`src/rsm_pkg.sv`:
```
/*
  Constants for the receive statistics interrupt mask block: register offsets,
  field layout, reset values and counter event bit positions.
  Assumes a 12-bit byte address on a plain strobe register port.
*/
package rsm_pkg;
  // Register byte offsets
  localparam logic [11:0] RSM_OFS_MASK = 12'h10C;
  localparam logic [11:0] RSM_OFS_STAT = 12'h104;
  // Layout
  localparam int RSM_NBITS = 24;
  localparam logic [31:0] RSM_MASK_RESET = 32'h0000_0000;
  localparam logic [23:0] RSM_STAT_RESET = 24'h00_0000;
  localparam logic [7:0] RSM_RSVD_VAL = 8'h00;
  // Counter thresholds that raise an event
  localparam logic [31:0] RSM_HALF32 = 32'h8000_0000;
  localparam logic [15:0] RSM_HALF16 = 16'h8000;
  // Event bit positions
  localparam int RSM_B_WDOG = 23;
  localparam int RSM_B_TAGGED = 22;
  localparam int RSM_B_OVERRUN = 21;
  localparam int RSM_B_PAUSE = 20;
  localparam int RSM_B_TYPE_OOR = 19;
  localparam int RSM_B_LEN_ERR = 18;
  localparam int RSM_B_SINGLE = 17;
  localparam int RSM_B_HIST5 = 16;
  localparam int RSM_B_HIST0 = 11;
  localparam int RSM_B_OVERSIZE = 10;
  localparam int RSM_B_UNDERSIZE = 9;
  localparam int RSM_B_JABBER = 8;
  localparam int RSM_B_RUNT = 7;
  localparam int RSM_B_ALIGN = 6;
  localparam int RSM_B_CRC = 5;
  localparam int RSM_B_MCAST = 4;
  localparam int RSM_B_BCAST = 3;
endpackage : rsm_pkg

```
`src/rsm_stat_bit.sv`:
```
/*
  One sticky counter interrupt status bit.
  Assumes event and clear inputs are one-cycle pulses synchronous to the clock.
*/
`timescale 1ns/1ps
`default_nettype none
module rsm_stat_bit
  import rsm_pkg::*;
(
  // Clock and reset
  input wire logic i_core_clk,
  input wire logic i_rst_b,
  // Events and clear
  input wire logic i_half,
  input wire logic i_full,
  input wire logic i_clr,
  // Flag
  output logic o_flag
);
  typedef struct packed {
    logic flag;
  } rsm_bit_state_type;

  rsm_bit_state_type state;
  rsm_bit_state_type next_state;

  // Set wins over clear so an event in the clearing cycle is not lost
  always_comb begin
    next_state = state;
    if (i_clr) begin
      next_state.flag = 1'b0;
    end
    if (i_half || i_full) begin
      next_state.flag = 1'b1;
    end
  end

  // State register
  always_ff @(posedge i_core_clk or negedge i_rst_b) begin
    if (!i_rst_b) begin
      state <= '{flag: 1'b0};
    end else begin
      state <= next_state;
    end
  end

  assign o_flag = state.flag;
endmodule : rsm_stat_bit
`default_nettype wire

```
`src/rsm_irq_mask.sv`:
```
/*
  Receive statistics counter interrupt mask and status bank.
  Holds the mask register, the sticky status bits and the combined interrupt.
  Assumes the counters outside give one-cycle half and full range pulses and a
  pulse when software reads the low byte of each counter.
*/
// Decided for this implementation: the strobed register port.
// Summary of operation
// - Set mask bit blocks half and full events
// - One 32-bit mask register at 010Ch
// - Bits 23..20: watchdog, tagged, overrun, pause
// - Bit 19 type out of range, 18 length
// - Bit 17 governs single destination frames
// - Bits 16..11 govern length histogram bins
// - Bits 10..7: oversize, undersize, jabber, runt
// - Bit 6 alignment, bit 5 CRC errors
// - Bit 4 multicast, bit 3 broadcast
// - Events at half range and at all ones
// - Status clears on counter low byte read; a status read also clears all flags
`timescale 1ns/1ps
`default_nettype none
module rsm_irq_mask
  import rsm_pkg::*;
(
  // Clock and reset
  input wire logic i_core_clk,
  input wire logic i_rst_b,
  // Register port
  input wire logic [11:0] i_addr,
  input wire logic [31:0] i_wdata,
  input wire logic i_wr,
  input wire logic i_rd,
  output logic [31:0] o_rdata,
  // Counter events, one pulse per crossing
  input wire logic [23:0] i_cnt_half,
  input wire logic [23:0] i_cnt_full,
  // Pulse when the low byte of a counter is read
  input wire logic [23:0] i_cnt_lsb_rd,
  // Combined interrupt and mask
  output logic o_irq,
  output logic [23:0] o_irq_mask
);
  typedef struct packed {
    logic [23:0] mask;
    logic [31:0] rdata;
    logic irq;
  } rsm_state_type;

  rsm_state_type state;
  rsm_state_type next_state;
  logic [23:0] status;
  logic [23:0] stat_clr;

  // Shared address decode
  function automatic logic rsm_hit(input logic [11:0] addr, input logic [11:0] ofs);
    rsm_hit = (addr == ofs);
  endfunction : rsm_hit

  // Status clears on a low byte read of its counter or on a status read.
  // The status read path is a convenience for software that polls the bank
  // instead of walking every counter; it clears all flags at once, so a
  // driver that wants per counter clearing must only read the counters.
  // Status clears on a low byte read of its counter or on a status read
  assign stat_clr = i_cnt_lsb_rd | {RSM_NBITS{i_rd && rsm_hit(i_addr, RSM_OFS_STAT)}};

  // One sticky bit per counter; a half or full crossing sets it
  genvar gi;
  generate
    for (gi = 0; gi < RSM_NBITS; gi++) begin : g_stat
      rsm_stat_bit u_bit (
        .i_core_clk(i_core_clk),
        .i_rst_b(i_rst_b),
        .i_half(i_cnt_half[gi]),
        .i_full(i_cnt_full[gi]),
        .i_clr(stat_clr[gi]),
        .o_flag(status[gi])
      );
    end
  endgenerate

  // Mask bit map, one counter per bit; bits 2..0 serve the three lower
  // counters and behave exactly like the bits above them
  // Bit 23 receive watchdog errors
  // Bit 22 tagged frames, good and bad
  // Bit 21 receive buffer overruns
  // Bit 20 pause frames received
  // Bit 19 frames with type out of range
  // Bit 18 length errors
  // Bit 17 single destination frames
  // Bit 16 length histogram bin 5, 1024 to maximum
  // Bit 15 length histogram bin 4, 512 to 1023
  // Bit 14 length histogram bin 3, 256 to 511
  // Bit 13 length histogram bin 2, 128 to 255
  // Bit 12 length histogram bin 1, 65 to 127
  // Bit 11 length histogram bin 0, 64 octets
  // Bit 10 oversize good frames
  // Bit 9 undersize good frames
  // Bit 8 jabber errors
  // Bit 7 runt errors
  // Bit 6 alignment errors
  // Bit 5 CRC errors
  // Bit 4 good multicast frames
  // Bit 3 good broadcast frames
  // The bank is uniform, so bit position alone routes each counter;
  // the counters outside must wire their pulses to these positions.

  // Register writes, read data and interrupt combine.
  // The interrupt is registered so software never sees a glitch, at the
  // cost of one cycle of latency behind the status and mask.
  always_comb begin
    next_state = state;
    if (i_wr && rsm_hit(i_addr, RSM_OFS_MASK)) begin
      next_state.mask = i_wdata[23:0];
    end
    // Read data stands only in the cycle after the strobe
    next_state.rdata = 32'h0000_0000;
    if (i_rd) begin
      if (rsm_hit(i_addr, RSM_OFS_MASK)) begin
        next_state.rdata = {RSM_RSVD_VAL, state.mask};
      end else if (rsm_hit(i_addr, RSM_OFS_STAT)) begin
        next_state.rdata = {RSM_RSVD_VAL, status};
      end
    end
    // Registered, so it trails the status by one cycle but never glitches
    next_state.irq = |(status & ~state.mask);
  end

  // State register
  always_ff @(posedge i_core_clk or negedge i_rst_b) begin
    if (!i_rst_b) begin
      state <= '{mask: RSM_MASK_RESET[23:0], rdata: 32'h0000_0000, irq: 1'b0};
    end else begin
      state <= next_state;
    end
  end

  assign o_rdata = state.rdata;
  assign o_irq = state.irq;
  assign o_irq_mask = state.mask;

  // Checks
  a_mask_write: assert property (@(posedge i_core_clk) disable iff (!i_rst_b)
    (i_wr && i_addr == RSM_OFS_MASK) |=> (o_irq_mask == $past(i_wdata[23:0])))
    else $error("mask write not stored");
  a_mask_read: assert property (@(posedge i_core_clk) disable iff (!i_rst_b)
    (i_rd && i_addr == RSM_OFS_MASK) |=> (o_rdata == {8'h00, $past(o_irq_mask)}))
    else $error("mask read data wrong");
  a_rsvd_zero: assert property (@(posedge i_core_clk) disable iff (!i_rst_b)
    o_rdata[31:24] == 8'h00)
    else $error("reserved bits not zero");
  a_irq_combine: assert property (@(posedge i_core_clk) disable iff (!i_rst_b)
    ##1 (o_irq == $past(|(status & ~o_irq_mask))))
    else $error("interrupt does not follow unmasked status");
  a_event_sets: assert property (@(posedge i_core_clk) disable iff (!i_rst_b)
    (|(i_cnt_half | i_cnt_full)) |=> ((status & $past(i_cnt_half | i_cnt_full)) == $past(i_cnt_half | i_cnt_full)))
    else $error("counter event did not set status");
  a_lsb_clear: assert property (@(posedge i_core_clk) disable iff (!i_rst_b)
    (i_cnt_lsb_rd[RSM_B_CRC] && !i_cnt_half[RSM_B_CRC] && !i_cnt_full[RSM_B_CRC]) |=> !status[RSM_B_CRC])
    else $error("low byte read did not clear status");
  a_hold_status: assert property (@(posedge i_core_clk) disable iff (!i_rst_b)
    (status[RSM_B_JABBER] && !stat_clr[RSM_B_JABBER]) |=> status[RSM_B_JABBER])
    else $error("status lost without a read");
  a_wdog_block: assert property (@(posedge i_core_clk) disable iff (!i_rst_b)
    ((status & ~24'hFE_0000) == 24'h00_0000 && (&o_irq_mask[RSM_B_WDOG:RSM_B_SINGLE])) |=> !o_irq)
    else $error("masked upper events still interrupt");
  a_hist_block: assert property (@(posedge i_core_clk) disable iff (!i_rst_b)
    ((status & ~24'h01_FF80) == 24'h00_0000 && (&o_irq_mask[RSM_B_HIST5:RSM_B_RUNT])) |=> !o_irq)
    else $error("masked histogram or size events still interrupt");
  a_err_block: assert property (@(posedge i_core_clk) disable iff (!i_rst_b)
    (status == 24'h00_0078 && !(|o_irq_mask[RSM_B_ALIGN:RSM_B_BCAST])) |=> o_irq)
    else $error("unmasked low events do not interrupt");
  // Read data return to zero when no read was made
  a_rdata_idle: assert property (@(posedge i_core_clk) disable iff (!i_rst_b)
    !i_rd |=> (o_rdata == 32'h0000_0000))
    else $error("read data not idle");
  // A status read returns the flags as they stood at the strobe
  a_stat_read: assert property (@(posedge i_core_clk) disable iff (!i_rst_b)
    (i_rd && i_addr == RSM_OFS_STAT) |=> (o_rdata == {8'h00, $past(status)}))
    else $error("status read data wrong");
  // Unmapped reads return zero
  a_unmap_read: assert property (@(posedge i_core_clk) disable iff (!i_rst_b)
    (i_rd && i_addr != RSM_OFS_MASK && i_addr != RSM_OFS_STAT) |=> (o_rdata == 32'h0000_0000))
    else $error("unmapped read not zero");
  // The mask changes only by a write to its own offset
  a_mask_hold: assert property (@(posedge i_core_clk) disable iff (!i_rst_b)
    !(i_wr && i_addr == RSM_OFS_MASK) |=> $stable(o_irq_mask))
    else $error("mask changed without a write");
  // No unmasked flag means no interrupt
  a_irq_quiet: assert property (@(posedge i_core_clk) disable iff (!i_rst_b)
    ((status & ~o_irq_mask) == 24'h00_0000) |=> !o_irq)
    else $error("interrupt without an unmasked flag");
  // Writes to the status offset do not set flags
  a_stat_wr_ign: assert property (@(posedge i_core_clk) disable iff (!i_rst_b)
    (i_wr && i_addr == RSM_OFS_STAT && status == 24'h00_0000 && !(|(i_cnt_half | i_cnt_full))) |=>
    (status == 24'h00_0000))
    else $error("status write had an effect");

  // Per counter checks; each bit is one sticky flag behind one mask bit
  genvar gc;
  generate
    for (gc = 0; gc < RSM_NBITS; gc++) begin : g_chk
      // A half range crossing sets the flag
      a_half_sets: assert property (@(posedge i_core_clk) disable iff (!i_rst_b)
        i_cnt_half[gc] |=> status[gc])
        else $error("half range event did not set its flag");
      // An all ones crossing sets the same flag
      a_full_sets: assert property (@(posedge i_core_clk) disable iff (!i_rst_b)
        i_cnt_full[gc] |=> status[gc])
        else $error("all ones event did not set its flag");
      // An event in the clearing cycle is kept
      a_set_wins: assert property (@(posedge i_core_clk) disable iff (!i_rst_b)
        (stat_clr[gc] && (i_cnt_half[gc] || i_cnt_full[gc])) |=> status[gc])
        else $error("event lost in clearing cycle");
      // A clear with no event drops the flag
      a_bit_clears: assert property (@(posedge i_core_clk) disable iff (!i_rst_b)
        (stat_clr[gc] && !i_cnt_half[gc] && !i_cnt_full[gc]) |=> !status[gc])
        else $error("flag not cleared");
      // A flag never sets by itself
      a_bit_quiet: assert property (@(posedge i_core_clk) disable iff (!i_rst_b)
        (!status[gc] && !i_cnt_half[gc] && !i_cnt_full[gc]) |=> !status[gc])
        else $error("flag set without an event");
      // A flag stays set until cleared
      a_bit_holds: assert property (@(posedge i_core_clk) disable iff (!i_rst_b)
        (status[gc] && !stat_clr[gc]) |=> status[gc])
        else $error("flag dropped without a clear");
      // An unmasked flag raises the interrupt
      a_bit_unmasked: assert property (@(posedge i_core_clk) disable iff (!i_rst_b)
        (status[gc] && !o_irq_mask[gc]) |=> o_irq)
        else $error("unmasked flag did not interrupt");
      // A masked flag alone leaves the interrupt low
      a_bit_masked: assert property (@(posedge i_core_clk) disable iff (!i_rst_b)
        (status == (24'h00_0001 << gc) && o_irq_mask[gc]) |=> !o_irq)
        else $error("masked flag still interrupts");
      // Each mask bit takes its write data bit
      a_bit_mask_wr: assert property (@(posedge i_core_clk) disable iff (!i_rst_b)
        (i_wr && i_addr == RSM_OFS_MASK) |=> (o_irq_mask[gc] == $past(i_wdata[gc])))
        else $error("mask bit not written");
      // Each mask bit reads back in its own position
      a_bit_mask_rd: assert property (@(posedge i_core_clk) disable iff (!i_rst_b)
        (i_rd && i_addr == RSM_OFS_MASK) |=> (o_rdata[gc] == $past(o_irq_mask[gc])))
        else $error("mask bit read back wrong");
      // Each flag reads back in its own position
      a_bit_stat_rd: assert property (@(posedge i_core_clk) disable iff (!i_rst_b)
        (i_rd && i_addr == RSM_OFS_STAT) |=> (o_rdata[gc] == $past(status[gc])))
        else $error("flag read back wrong");
    end
  endgenerate
endmodule : rsm_irq_mask
`default_nettype wire

```
`config.mk`:
```
export PLATFORM = sky130hd
export DESIGN_NAME = rsm_irq_mask
export DESIGN_NICKNAME = d
export VERILOG_FILES = /design/src/rsm_pkg.sv /design/src/rsm_stat_bit.sv /design/src/rsm_irq_mask.sv
export SDC_FILE = /design/constraint.sdc
export NUM_CORES = 1
export LEC_CHECK = 0
export ABC_CLOCK_PERIOD_IN_PS = 1300
export BUFFER_PORTS_ARGS = -buffer_cell sky130_fd_sc_hd__buf_4
export CAP_MARGIN = 5
export CORE_ASPECT_RATIO = 2
export CORE_MARGIN = 4
export CORE_UTILIZATION = 30
export DETAILED_ROUTE_END_ITERATION = 10
export HOLD_SLACK_MARGIN = 0.05
export PLACE_DENSITY = 0.55
export SLEW_MARGIN = 20
export SYNTH_ARGS = -nofsm -noshare
export SYNTH_HDL_FRONTEND = slang
export SYNTH_SLANG_ARGS = --single-unit
```
`constraint.sdc`:
```
create_clock -name i_core_clk -period 1.3 [get_ports i_core_clk]
set_input_delay 0 -clock i_core_clk [delete_from_list [all_inputs] [get_ports i_core_clk]]
set_output_delay 0 -clock i_core_clk [all_outputs]
set_load 0.05 [all_outputs]
```
==> reports/qor.yml <==
status: "finished clean"
area_growth_pct: 81.4
synth_cell_types: 20
track_usage_pct: 17.8
crit_required_ns: 1.50
drive_gt1_share_pct: 39.6
cts_tree: "built"
irDropWorstVdd_mv: 0.590
setup_viol: 0
maxCapViolCount: 0
chipWidth_um: 81.5
endpoint: "o_irq$_DFF_PN0_"
setup.worst_path.start: "g_stat[14].u_bit.o_flag$_DFFE_PN0P_"
numCtsBuffers: 9
vias: 3004
dp_hpwl_mm: 7.64
drtPass1Iterations: 4
period_share_pct: 90.7
worst-r2r-cell-count: 4
start_util_pct: 30.7
cts-root-buf: "clkbuf_16"
cp_max_fo: 3
die_y_um: 155
end_kind: "register"
gp_congestion: 0.772
finish.utilization_pct: 55.8
powerDensity_nw_per_um2: 946
drc_errors: 0
drt_iter0_drc: 90
clk_latency_ns: 0.33
clkTransAtPathRegs_ns: 0.06
grt_pass1_vias: 3335
ios: 177
coreArea_um2: 10500
grt.overflow.total: 0
grt_max_degree: 74
netlist_area_um2: 3240
r2r_slack_ns: 0.12
nets: 645
yosysTopAreaCell: "dfrtp_1"
power_mw: 5.57
cp.arrival_ns: 1.38
clock_skew_ns: 0.00608
fmax_ghz: 0.848
synth_top_area_share_pct: 56.3
synthTopCellsByArea: "dfrtp_1 (56%), mux2_4 (9.3%), a311o_1 (7.4%)"
io_buffers: 160
grt_pass1_wl_mm: 16.7
period_minus_slack_ns: 1.18
startpoint_type: "register"
viasPerCell: 4.50
cts.htree.levels: 3
die_area_um2: 12600
final_antenna_net_count: 0
netlist_instances: 258
leakagePower_nw: 3.16
rsz0062_at_grt: "no"
final-max-slew-violation-count: 0
reg2reg_from: "g_stat[14].u_bit.o_flag$_DFFE_PN0P_"
synth_area_per_cell_um2: 12.6
rows: 53
post_cts_resized: 0
hold_viol_final: 0
hold_path.class: "input pin to register"
synth-seq-cells: 73
crit_type: "register to register"
clockBufferDepth: 2
routed_wl_mm: 10.9
r2r-end: "o_irq$_DFF_PN0_"
diodes: 0
synth_warnings: 0
antenna_found_initial: 0
wl_per_cell_um: 16.4
ys_seq_area_share_pct: 56.3
clock_sinks: 73
what timing repair did:
item	CTS	global route
buffers inserted	0	0
hold endpoints to repair	121	0
hold buffers	97	0
worst min-delay path by stage:
stage	cells after the start	to	slack, ns	from
global route	4	o_rdata[4]$_DFF_PN0_	0.20	i_rd
CTS	4	o_rdata[23]$_DFF_PN0_	0.17	i_rd
floorplan	0	g_stat[0].u_bit.o_flag$_DFFE_PN0P_	-0.30	i_rst_b
finish	4	o_rdata[23]$_DFF_PN0_	0.17	i_rd
global placement	2	o_rdata[17]$_DFF_PN0_	0.05	i_rst_b
detailed placement	2	o_rdata[17]$_DFF_PN0_	0.06	i_rst_b
critical path: stages (launching register included):
cell and delay [ns]:
dfrtp_1 0.40, inv_1 0.06, o22ai_1 0.11, nor4_1 0.36
nand3_1 0.11
through the flow:
stage | instances | area [um2] | setup slack, ns | setup TNS, ns | hold slack (ns)
final | 667 | 5880 | 0.121 | 0 | 0.169
after global routing | 667 | 5880 | 0.0398 | 0 | 0.201
after CTS | 667 | 5880 | 0.0949 | 0 | 0.167
after detailed placement | 554 | 4620 | -0.125 | -4.64 | 0.0569
after global placement | 554 | 4620 | -0.127 | -5.28 | 0.0469
after floorplan | 265 | 3270 | 0.0390 | 0 | -0.296
cells in the final DEF, fill, tap and decap left out, types with 2 or more instances in the layout:
master	count
nor2_1	25
conb_1	8
clkbuf_16	9
mux2_2	4
o22ai_1	12
mux2_4	20
nand3_1	2
a311o_1	24
clkbuf_1	3
buf_12	3
dlygate4sd3_1	97
dfrtp_1	73
buf_4	166
inv_1	48
mux2i_1	24
nor4_1	4
clkinv_2	2
per-layer routing:
layer | vias to the layer above | part of all wire, % | track usage, %
li1 | 1405 | - | -
met5 | - | 0 | 0
met2 | 116 | 58 | 32.9
met1 | 1449 | 33 | 17.6
met4 | 0 | 4.7 | 10.5
met3 | 34 | 4.5 | 3.48
cell families (layout without fill, tap and decap cells):
group	count (synthesis)	in the layout	share of synthesized area [%]
multiplexers	48	48	18.1
buffers and inverters	65	330	9.42
other	1	8	0.116
AO/OA/AOI/OAI	36	36	9.73
flip-flops	73	73	56.3
AND/OR/NAND/NOR	35	35	6.33
report_power, final:
group	internal (mW)	total [mW]	switching, mW
Combinational	0.496	0.783	0.287
Sequential	2.31	2.35	0.0349
Clock	1.53	2.44	0.903
Yosys cell counts:
| cell type | number |
|---|---|
| a311o_1 | 24 |
| buf_1 | 1 |
| nor4b_4 | 1 |
| mux2i_1 | 24 |
| buf_2 | 1 |
| and3_2 | 1 |
| nor2_1 | 25 |
| buf_4 | 8 |
| nand4_4 | 1 |
| inv_1 | 48 |
| mux2_2 | 4 |
| nand4b_4 | 1 |
| conb_1 | 1 |
| nand3_1 | 2 |
| mux2_4 | 20 |
| o22ai_1 | 12 |
| nor4_1 | 4 |
| clkbuf_1 | 3 |
| buf_6 | 4 |
| dfrtp_1 | 73 |
area by class of cell:
| cell class | count | area [um2] |
|---|---|---|
| fillers | 897 | 4660 |
| repair buffers | 266 | 2280 |
| flip-flops and latches | 73 | 1830 |
| multi-input cells | 127 | 1140 |
| clock buffers | 13 | 250 |
| inverters | 48 | 180 |
| well taps | 137 | 171 |
| clock inverters | 3 | 40.0 |
flip-flops by register name, indices dropped and copies added, names as in the netlist:
| name | count |
|---|---|
| g_stat.u_bit.o_flag | 24 |
| o_irq | 1 |
| o_irq_mask | 24 |
| o_rdata | 24 |
Note: power is estimated with default switching activity, not from simulation.
